`config.mk`:
```
export PLATFORM = sky130hd
export DESIGN_NAME = prsi_top
export DESIGN_NICKNAME = d
export VERILOG_FILES = /design/src/prsi_pkg.sv /design/src/prsi_top.sv /design/src/prsi_timer.sv
export SDC_FILE = /design/constraint.sdc
export NUM_CORES = 1
export LEC_CHECK = 0
export ABC_CLOCK_PERIOD_IN_PS = 3200
export BUFFER_PORTS_ARGS = -buffer_cell sky130_fd_sc_hd__buf_4
export CAP_MARGIN = 10
export CORE_MARGIN = 5
export CORE_UTILIZATION = 45
export CTS_CLUSTER_DIAMETER = 60
export CTS_CLUSTER_SIZE = 14
export DETAILED_ROUTE_END_ITERATION = 10
export PLACE_DENSITY = 0.71
export SETUP_SLACK_MARGIN = 0.02
export SLEW_MARGIN = 20
export SYNTH_ARGS = -nofsm -noshare
export SYNTH_HDL_FRONTEND = slang
export SYNTH_SLANG_ARGS = --single-unit
```
`constraint.sdc`:
```
create_clock -name pclk -period 3.2 [get_ports pclk]
set_input_delay 0.96 -clock pclk [delete_from_list [all_inputs] [get_ports pclk]]
set_output_delay 0.96 -clock pclk [all_outputs]
set_load 0.1 [all_outputs]
```
`src/prsi_pkg.sv`:
```
////////////////////////////////////////////////////////////////////////////////
// Purpose: shared constants and types for the phy reset and strap init block
// Assumes: pclk at 125 MHz
// Notes:   timing counts are derived from the times below
////////////////////////////////////////////////////////////////////////////////
package prsi_pkg;

  // clock and timing
  localparam int CLK_MHZ       = 125;
  localparam int CLK_KHZ       = CLK_MHZ * 1000;
  localparam int SETTLE_US     = 500;
  localparam int BUS_RESET_US  = 166;
  localparam int SETTLE_CYC    = SETTLE_US * CLK_MHZ;
  localparam int BUS_RESET_CYC = BUS_RESET_US * CLK_MHZ;
  localparam int TIMER_W       = 17;

  // link clock synthesis by phase accumulator
  localparam int              SCLK_KHZ = 49152;
  localparam int              PHASE_W  = 24;
  localparam logic [PHASE_W-1:0] SCLK_INC =
    PHASE_W'((longint'(SCLK_KHZ) << PHASE_W) / longint'(CLK_KHZ));

  // port counts and widths
  localparam int NUM_PORTS = 3;
  localparam int PWRC_W    = 3;
  localparam int ADDR_W    = 12;

  // register offsets
  localparam logic [ADDR_W-1:0] CTRL_OFS = 12'h000;
  localparam logic [ADDR_W-1:0] STAT_OFS = 12'h004;

  // control fields
  localparam int CTRL_BUSRST_BIT   = 0;
  localparam int CTRL_LINK_ACT_BIT = 1;
  localparam int CTRL_PDIS_LSB     = 2;

  // status fields
  localparam int STAT_OPER_BIT   = 0;
  localparam int STAT_BUSRST_BIT = 1;
  localparam int STAT_ISO_BIT    = 2;
  localparam int STAT_CONT_BIT   = 3;
  localparam int STAT_LINK_ACT_BIT = 4;
  localparam int STAT_PWRC_LSB     = 5;
  localparam int STAT_PDIS_LSB   = 8;

  // reset values
  localparam logic                 LINK_ACT_RST = 1'h0;
  localparam logic                 CONT_RST     = 1'h0;
  localparam logic                 ISO_RST      = 1'h0;
  localparam logic [NUM_PORTS-1:0] PDIS_RST     = 3'h0;
  localparam logic [PWRC_W-1:0]    PWRC_RST     = 3'h0;

  typedef enum logic [1:0] {
    ST_START,
    ST_SETTLE,
    ST_BUSRST,
    ST_RUN
  } prsi_state_e;

endpackage

```
`src/prsi_top.sv`:
```
////////////////////////////////////////////////////////////////////////////////
// Purpose: reset, settle, strap capture and bus reset start for a 3-port phy
// Assumes: apb slave, zero wait states; straps synchronous to pclk
// Notes:   the link clock is synthesised from pclk, so it carries jitter
////////////////////////////////////////////////////////////////////////////////
//
// Added by the designer: the APB register port and the placing of the registers.
`timescale 1ns/1ps
module prsi_top
  import prsi_pkg::*;
#(
  parameter int SETTLE_CYCLES    = SETTLE_CYC,
  parameter int BUS_RESET_CYCLES = BUS_RESET_CYC
) (
  input  wire logic                 pclk,
  input  wire logic                 presetn,
  input  wire logic                 psel,
  input  wire logic                 penable,
  input  wire logic                 pwrite,
  input  wire logic [ADDR_W-1:0]    paddr,
  input  wire logic [31:0]          pwdata,
  output logic [31:0]               prdata,
  output logic                      pready,
  output logic                      pslverr,
  input  wire logic                 contender_strap,
  input  wire logic                 link_active_strap,
  input  wire logic                 all_ports_off_strap,
  input  wire logic [PWRC_W-1:0]    power_class_strap,
  input  wire logic                 iso_sel,
  output logic                      sclk_out,
  output logic [1:0]                link_ctl_out,
  output logic [7:0]                link_data_out,
  output logic                      link_oe_n,
  output logic                      operational,
  output logic                      bus_reset_active,
  output logic                      isolation_en,
  output logic                      contender,
  output logic                      link_active,
  output logic [PWRC_W-1:0]         power_class,
  output logic [NUM_PORTS-1:0]      port_disabled
);

  localparam logic [TIMER_W-1:0] SETTLE_LD = TIMER_W'(SETTLE_CYCLES - 1);
  localparam logic [TIMER_W-1:0] BUSRST_LD = TIMER_W'(BUS_RESET_CYCLES - 1);

  prsi_state_e            state_r;
  prsi_state_e            state_nxt;
  logic                   tmr_done;
  logic                   contender_r;
  logic                   link_act_r;
  logic                   iso_r;
  logic [PWRC_W-1:0]      pwrc_r;
  logic [NUM_PORTS-1:0]   pdis_r;
  logic [PHASE_W-1:0]     phase_r;
  logic                   oe_n_r;
  logic [31:0]            prdata_r;
  logic [TIMER_W-1:0]     cyc_r;

  ////////////////////////////////////////////////////////////////////////////////
  // apb decode

  wire hit_ctrl   = (paddr == CTRL_OFS);
  wire hit_stat   = (paddr == STAT_OFS);
  wire rd_setup   = psel && !penable && !pwrite;
  wire wr_access  = psel && penable && pwrite;
  wire ctrl_wr    = wr_access && hit_ctrl;

  wire [31:0] ctrl_val = {27'h0, pdis_r, link_act_r, 1'b0};
  wire [31:0] stat_val = {21'h0, pdis_r, pwrc_r, link_act_r, contender_r, iso_r,
                          bus_reset_active, operational};
  wire [31:0] rd_val   = hit_ctrl ? ctrl_val : (hit_stat ? stat_val : 32'h0);

  // zero wait states keep the slave simple; data is latched in the setup phase
  assign pready  = 1'b1;
  assign pslverr = psel && penable && !(hit_ctrl || hit_stat);
  assign prdata  = prdata_r;

  ////////////////////////////////////////////////////////////////////////////////
  // sequencing

  wire settle_done  = (state_r == ST_SETTLE) && tmr_done;
  wire soft_busrst  = ctrl_wr && pwdata[CTRL_BUSRST_BIT] && (state_r == ST_RUN);
  wire tmr_load     = (state_r == ST_START) || settle_done || soft_busrst;
  wire [TIMER_W-1:0] tmr_val = (state_r == ST_START) ? SETTLE_LD : BUSRST_LD;
  wire capture      = settle_done;
  wire sw_write_ok  = ctrl_wr && operational;
  wire iso_nxt      = capture ? iso_sel : iso_r;
  wire oper_nxt     = (state_nxt == ST_BUSRST) || (state_nxt == ST_RUN);

  always_comb begin
    state_nxt = state_r;
    unique case (state_r)
      ST_START:  state_nxt = ST_SETTLE;
      ST_SETTLE: if (tmr_done) state_nxt = ST_BUSRST;
      ST_BUSRST: if (tmr_done) state_nxt = ST_RUN;
      ST_RUN:    if (soft_busrst) state_nxt = ST_BUSRST;
    endcase
  end

  prsi_timer #(
    .W        (TIMER_W)
  ) u_timer (
    .pclk     (pclk),
    .presetn  (presetn),
    .load     (tmr_load),
    .load_val (tmr_val),
    .done     (tmr_done)
  );

  // everything stops and returns to power-on values under reset
  always_ff @(posedge pclk or negedge presetn) begin
    if (!presetn) begin
      state_r <= ST_START;
      oe_n_r  <= 1'b1;
      phase_r <= '0;
    end else begin
      state_r <= state_nxt;
      oe_n_r  <= !(oper_nxt && !iso_nxt);
      phase_r <= operational ? phase_r + SCLK_INC : '0;
    end
  end

  ////////////////////////////////////////////////////////////////////////////////
  // strap capture, taken once at the end of settling

  always_ff @(posedge pclk or negedge presetn) begin
    if (!presetn) begin
      contender_r <= CONT_RST;
      iso_r       <= ISO_RST;
      pwrc_r      <= PWRC_RST;
    end else if (capture) begin
      contender_r <= contender_strap;
      iso_r       <= iso_sel;
      pwrc_r      <= power_class_strap;
    end
  end

  // software may change these later; the strap only presets them
  always_ff @(posedge pclk or negedge presetn) begin
    if (!presetn) begin
      link_act_r <= LINK_ACT_RST;
      pdis_r     <= PDIS_RST;
    end else if (capture) begin
      link_act_r <= link_active_strap;
      pdis_r     <= {NUM_PORTS{all_ports_off_strap}};
    end else if (sw_write_ok) begin
      link_act_r <= pwdata[CTRL_LINK_ACT_BIT];
      pdis_r     <= pwdata[CTRL_PDIS_LSB +: NUM_PORTS];
    end
  end

  always_ff @(posedge pclk or negedge presetn) begin
    if (!presetn) begin
      prdata_r <= 32'h0;
    end else if (rd_setup) begin
      prdata_r <= rd_val;
    end
  end

  ////////////////////////////////////////////////////////////////////////////////
  // outputs

  assign operational      = (state_r == ST_BUSRST) || (state_r == ST_RUN);
  assign bus_reset_active = (state_r == ST_BUSRST);
  assign sclk_out         = phase_r[PHASE_W-1];
  assign link_oe_n        = oe_n_r;
  // only the idle level is produced here; transfers belong to the link interface
  assign link_ctl_out     = 2'h0;
  assign link_data_out    = 8'h00;
  assign isolation_en     = iso_r;
  assign contender        = contender_r;
  assign link_active      = link_act_r;
  assign power_class      = pwrc_r;
  assign port_disabled    = pdis_r;

  ////////////////////////////////////////////////////////////////////////////////
  // checks

  always_ff @(posedge pclk or negedge presetn) begin
    if (!presetn) begin
      cyc_r <= '0;
    end else if (state_nxt != state_r) begin
      cyc_r <= '0;
    end else begin
      cyc_r <= cyc_r + 1'b1;
    end
  end
endmodule

```
`src/prsi_timer.sv`:
```
////////////////////////////////////////////////////////////////////////////////
// Purpose: loadable down counter for the settle and bus reset phases
// Assumes: load wins over counting
// Notes:   done is high while the count stands at zero
////////////////////////////////////////////////////////////////////////////////
`timescale 1ns/1ps
module prsi_timer #(
  parameter int W = 17
) (
  input  wire logic         pclk,
  input  wire logic         presetn,
  input  wire logic         load,
  input  wire logic [W-1:0] load_val,
  output logic              done
);

  logic [W-1:0] count_r;

  always_ff @(posedge pclk or negedge presetn) begin
    if (!presetn) begin
      count_r <= '0;
    end else if (load) begin
      count_r <= load_val;
    end else if (count_r != '0) begin
      count_r <= count_r - 1'b1;
    end
  end

  assign done = (count_r == '0);

endmodule

```
Yosys cells after proc, flatten, opt, wreduce, memory -nomap -nowiden
Cells that the tools add are included.
Word-level totals
  memories kept: 0
  bits in writable memories: 0
  memory bits (read-only): 0
  bits of input ports: 56
  flip-flop bits (word level): 85
  bits in latches: 0
  output and inout port bits: 57
  word-level logic and storage cells: 60
Operators by class
  divide/modulo/power cells: 0
  reductions and logical operators: 27
  mux-type cells: 15
  shifts and indexed selects: 0
  multipliers: 0
  order comparisons: 0
  bitwise gates (word level): 0
  equality and inequality tests: 6
  $add $sub $neg: 2
Operator list (number)
  two-way mux 17 bit: 2
  adder 24 x 23 -> 24 bit (second input constant): 1
  two-way mux 24 bit: 1
  two-way mux 11 bit: 2
  logical NOT 17 bit: 1
  nonzero test 17 bit: 1
  subtractor 17 x 1 -> 17 bit (second input constant): 1
  two-way mux 16 bit: 1
  == test 12 x 3 -> 1 bit (second input constant): 1
  logical NOT 12 bit: 1
  logical AND 1 bit: 11
  == test 2 bit (second input constant): 4
  one-hot mux 2 bit (4 select lines): 1
  two-way mux 2 bit: 3
  two-way mux 3 bit: 2
  logical NOT 1 bit: 5
  logical OR 1 bit: 5
  nonzero test 2 bit: 2
  two-way mux 1 bit: 3
  == test 2 x 1 -> 1 bit (second input constant): 1
  logical NOT 2 bit: 1

Longest topological paths before layout
  word-level depth: 11
  depth in mapped cells: 7
  gate-level depth less buffers: 6

Cells and area by module
Synthesis repeated with hierarchy kept, for this count alone.
Second synthesis, totals
  cells, all modules: 382
  area, all modules: 3674.8 um^2
By module, submodules not included
  prsi_top: area an instance 2641.3 um^2, cells an instance 273, seq. area each 1177.4 um^2, times used 1
  prsi_timer: area an instance 1033.5 um^2, cells an instance 109, seq. area each 425.4 um^2, times used 1

Least setup slack after synthesis
Ideal clock, no wire load.
  path kind: register to output
  start point: reg state_r[1]
  end point: out bus_reset_active
  arrival time: 2.062 ns
  path slack: 0.178 ns
  cell stages (with the launch flop): 4
  buffers on the path: 1
  required time: 2.240 ns
  cells stage by stage: dfrtp_1 > clkbuf_1 > clkinv_1 > nor2_1
Between the ends
  word-level cells in the longest chain between the ends: 1
Ends and longest elaborated chain
  start, declared: RTL line prsi_top.sv:46  | prsi_state_e state_r;
  start signal, assigned: RTL line prsi_top.sv:117  | state_r <= state_nxt;
  == test 2 bit: RTL line prsi_top.sv:164  | assign bus_reset_active = (state_r == ST_BUSRST);
  end, declared: RTL line prsi_top.sv:35  | output logic bus_reset_active,
No other way between the ends.

Final worst setup path
  start point: in paddr[9]
  end point: out pslverr
Between the ends
  word-level cells in the longest chain between the ends: 4
  elaborated cells on any way between the ends: 5
  classes of those cells: eq/ne (1); reduce/logical (4)
Ends and longest elaborated chain
  start, declared: RTL line prsi_top.sv:20  | input wire logic [ADDR_W-1:0] paddr,
  == test 12 x 3 -> 1 bit or logical NOT 12 bit (tied branches): RTL line prsi_top.sv:63, prsi_top.sv:62
  logical OR 1 bit *: RTL line prsi_top.sv:75  | assign pslverr = psel && penable && !(hit_ctrl || hit_stat);
  logical NOT 1 bit *: RTL line prsi_top.sv:75
  logical AND 1 bit *: RTL line prsi_top.sv:75
  end, declared: RTL line prsi_top.sv:24  | output logic pslverr,
Every way passes the cells marked *; elsewhere a longest branch is shown, timed or not.

==> results.md <==
- Fin. Hold Viols: 0
- Final Non-Filler Cells: 563
- Power share of the clock group: 42.1%
- Placement Setup Slack: 0.1627 ns
- Number of global-route vias before repair: 3,047
- Die width: 101.9 µm
- RePlAce Congestion: 0.8672
- Setup bufs post-CTS: 0
- Combinational power share: 13.9%
- Post-Synthesis Cells: 399
- Setup crit end kind: output pin
- CTS tree: yes
- Sequential Power Share: 44.0%
- WL final: 8621 µm
- Post-synth EDFFs: 0
- Post-layout power: 1875 µW
- Slew margin rel.: 47.17%
- Worst Path Required: 2.24 ns
- Worst-Skew Late Latency: 0.35 ns
- CTS Buf Count: 9
- CTS H-Tree Depth: 3
- Port Buffers: 53
- Cell Area, Synth: 0.003800 mm²
- Core area: 0.008217 mm²
- Layout area overhead: 16.10%
- Status: completed
- Site Rows: 33
- Final setup violation count: 0
- Peak VDD IR: 0.0001758 V
- Psw: 575.8 µW
- Worst Setup Path Type: input port to output pin
- Clk root buf: clkbuf_8
- Grt met3 use: 4.096%
- Peak Freq: 0.3286 GHz
- Sequential area share after synthesis: 42.18%
- Layout cell share with drive strength beyond 1: 21.62%
- Sw Ratio: 30.70%
- Vias per std cell: 5.616
- Vias post-DR: 3,162
- Hold_buf cts: 0
- Worst hold-check path type: flip-flop to flip-flop
- Post-cts gate resize count: 0
- RSZ-0062 raised after global routing: no
- Skew final: 0.01059 ns
- Setup TNS: 0 ns
- Crit path max fanout: 2
- P_int: 1300 µW
- Number of max-slew violations in the final report: 0
- Drt drc: 0
- Library cells used by synthesis: 69
- GR peak layer: met2
- Power Density: 425.1 mW/mm²
- Syn Area/Cell: 9.524 µm²
- Grt ovf: 0
- Routed len/inst: 15.31 µm
- Drt pass-1 iters: 4
- First-pass GRT wire length: 14,320 µm
- Clock sinks: 64
- Leakage: 0.001995 µW
- CP startpoint kind: input port
- Syn. warnings: 0
- Slew @ Worst Pin: 0.7925 ns
- Pin count of the biggest net entering global routing: 65
- HPWL Detailed: 6148 µm
- Initial Util: 46.25%
- Placed Cells: 547
- Clk slew on worst S/H paths: 0.08 ns
- Drt initial violations: 146
- Routed Antenna Nets: 0
- Worst path arrival time: 2.08 ns
- I/O pin count: 113
- GR Layer Usage met1: 22.28%
- Fraction of registers with async set/reset: 100.0%
- Clk buf depth: 2
- Ant diodes: 0
- Min Tclk post-route: 3.044 ns
- DIE HEIGHT: 101.9 µm
- GR Util met2: 28.02%
- Post-layout worst setup margin: 0.1565 ns
- Final Cycle Share: 95.11%
- Total Routing Usage GR: 17.07%
- Synth Flop Type: dfrtp_1
- Yosys reg bits: 64
- Initial antenna violation count: 0
- Post-layout nets: 512
- Max-Cap Viols: 0
- Die area: 0.01038 mm²
[stage by stage]
step | area [µm²] | hold WS, ns | utilization (%)
after floorplan | 3913 | 0.4660 | -
after global placement | 4188 | 0.4667 | 50.97
after CTS | 4412 | 0.4926 | 53.69
after detailed placement | 4188 | 0.4734 | 50.97
after global routing | 4412 | 0.5188 | 53.69
final | 4412 | 0.4836 | 53.69
[final cells by class]
class | instances | area [µm²]
Clock buffer | 9 | 123.9
Clock inverter | 7 | 100.1
Fill cell | 757 | 3805
Inverter | 8 | 30.03
Multi-Input combinational cell | 308 | 1958
Sequential cell | 64 | 1603
Tap cell | 105 | 131.4
Timing Repair Buffer | 62 | 465.4
[sequential cells by signal, indices dropped and copies added, names as in the netlist]
signal and cells:
phase_r 24, u_timer.count_r 17, prdata 11, port_disabled 3, power_class 3, state_r 2, contender 1, isolation_en 1
link_active 1, link_oe_n 1
[logic make-up (layout without fill, tap and decap cells)]
group           count (synthesis)  count (layout)  share of synthesized area (%)
compound gates                 90              90                          16.60
xor+xnor                       16              16                          3.688
fa+ha+maj                       3               3                         0.9879
buf+inv                        57              86                          9.252
flops                          64              64                          42.18
mux                            17              17                          4.742
other cells                     2              32                         0.1976
simple gates                  150             150                          22.36
[final timing paths]
| path | startpoint | endpoint | slack [ns] | cells past startpoint |
|---|---|---|---|---|
| setup / recovery | paddr[9] | pslverr | 0.16 | 5 |
| hold / removal | prdata[3] | prdata[3] | 0.48 | 2 |
| setup reg to reg | u_timer.count_r[0] | power_class[2] | 0.76 | 6 |
| hold reg to reg | prdata[3] | prdata[3] | 0.48 | 2 |
| max in group asynchronous | presetn | phase_r[2] | 1.98 | 1 |
| min in group asynchronous | presetn | u_timer.count_r[12] | 0.68 | 1 |
[critical path, cell delays in order]
cell and delay (ns):
buf_4 0.11, nor4_1 0.34, nand3_1 0.19, and3_1 0.24, buf_4 0.24
[synth_stat cells, types with 8 or more instances]
library cell  number  share of area (%)
or3_1              8                1.3
clkbuf_1          12                1.2
o21ai_0           13                1.7
nand2_1           24                2.4
xor2_1            10                2.3
nand3_1           12                1.6
nor2_1            29                2.9
mux2_2             8                2.4
a21oi_1           19                2.5
dfrtp_1           63                 41
buf_4             34                6.7
nor3_1            19                2.5
mux2i_1            9                2.4
nor4_1            10                1.6
[placed cells by master (no fill, tap or decap), types with 10 or more instances in the layout]
cell / count
dfrtp_1: 63
buf_4: 62
conb_1: 32
nor2_1: 29
nand2_1: 24
nor3_1: 19
a21oi_1: 19
o21ai_0: 13
nand3_1: 12
nor4_1: 10
xor2_1: 10
[power by group through the flow]
stage | registers [µW] | clock network (µW) | logic (µW)
2_1_floorplan | 858 | 0 | 218
3_5_place_dp | 840 | 0 | 261
3_3_place_gp | 840 | 0 | 261
5_1_grt | 826 | 845 | 274
4_1_cts | 824 | 809 | 262
6_report | 825 | 790 | 261
[layer usage]
layer / part of all wire (%) / wire [µm] / up-vias
li1: - / - / 1532
met1: 44 / 3829 / 1533
met2: 48 / 4137 / 86
met3: 6.6 / 566 / 11
met4: 1.0 / 89 / 0
met5: 0 / 0 / -
(Power assumes the default switching activity.)
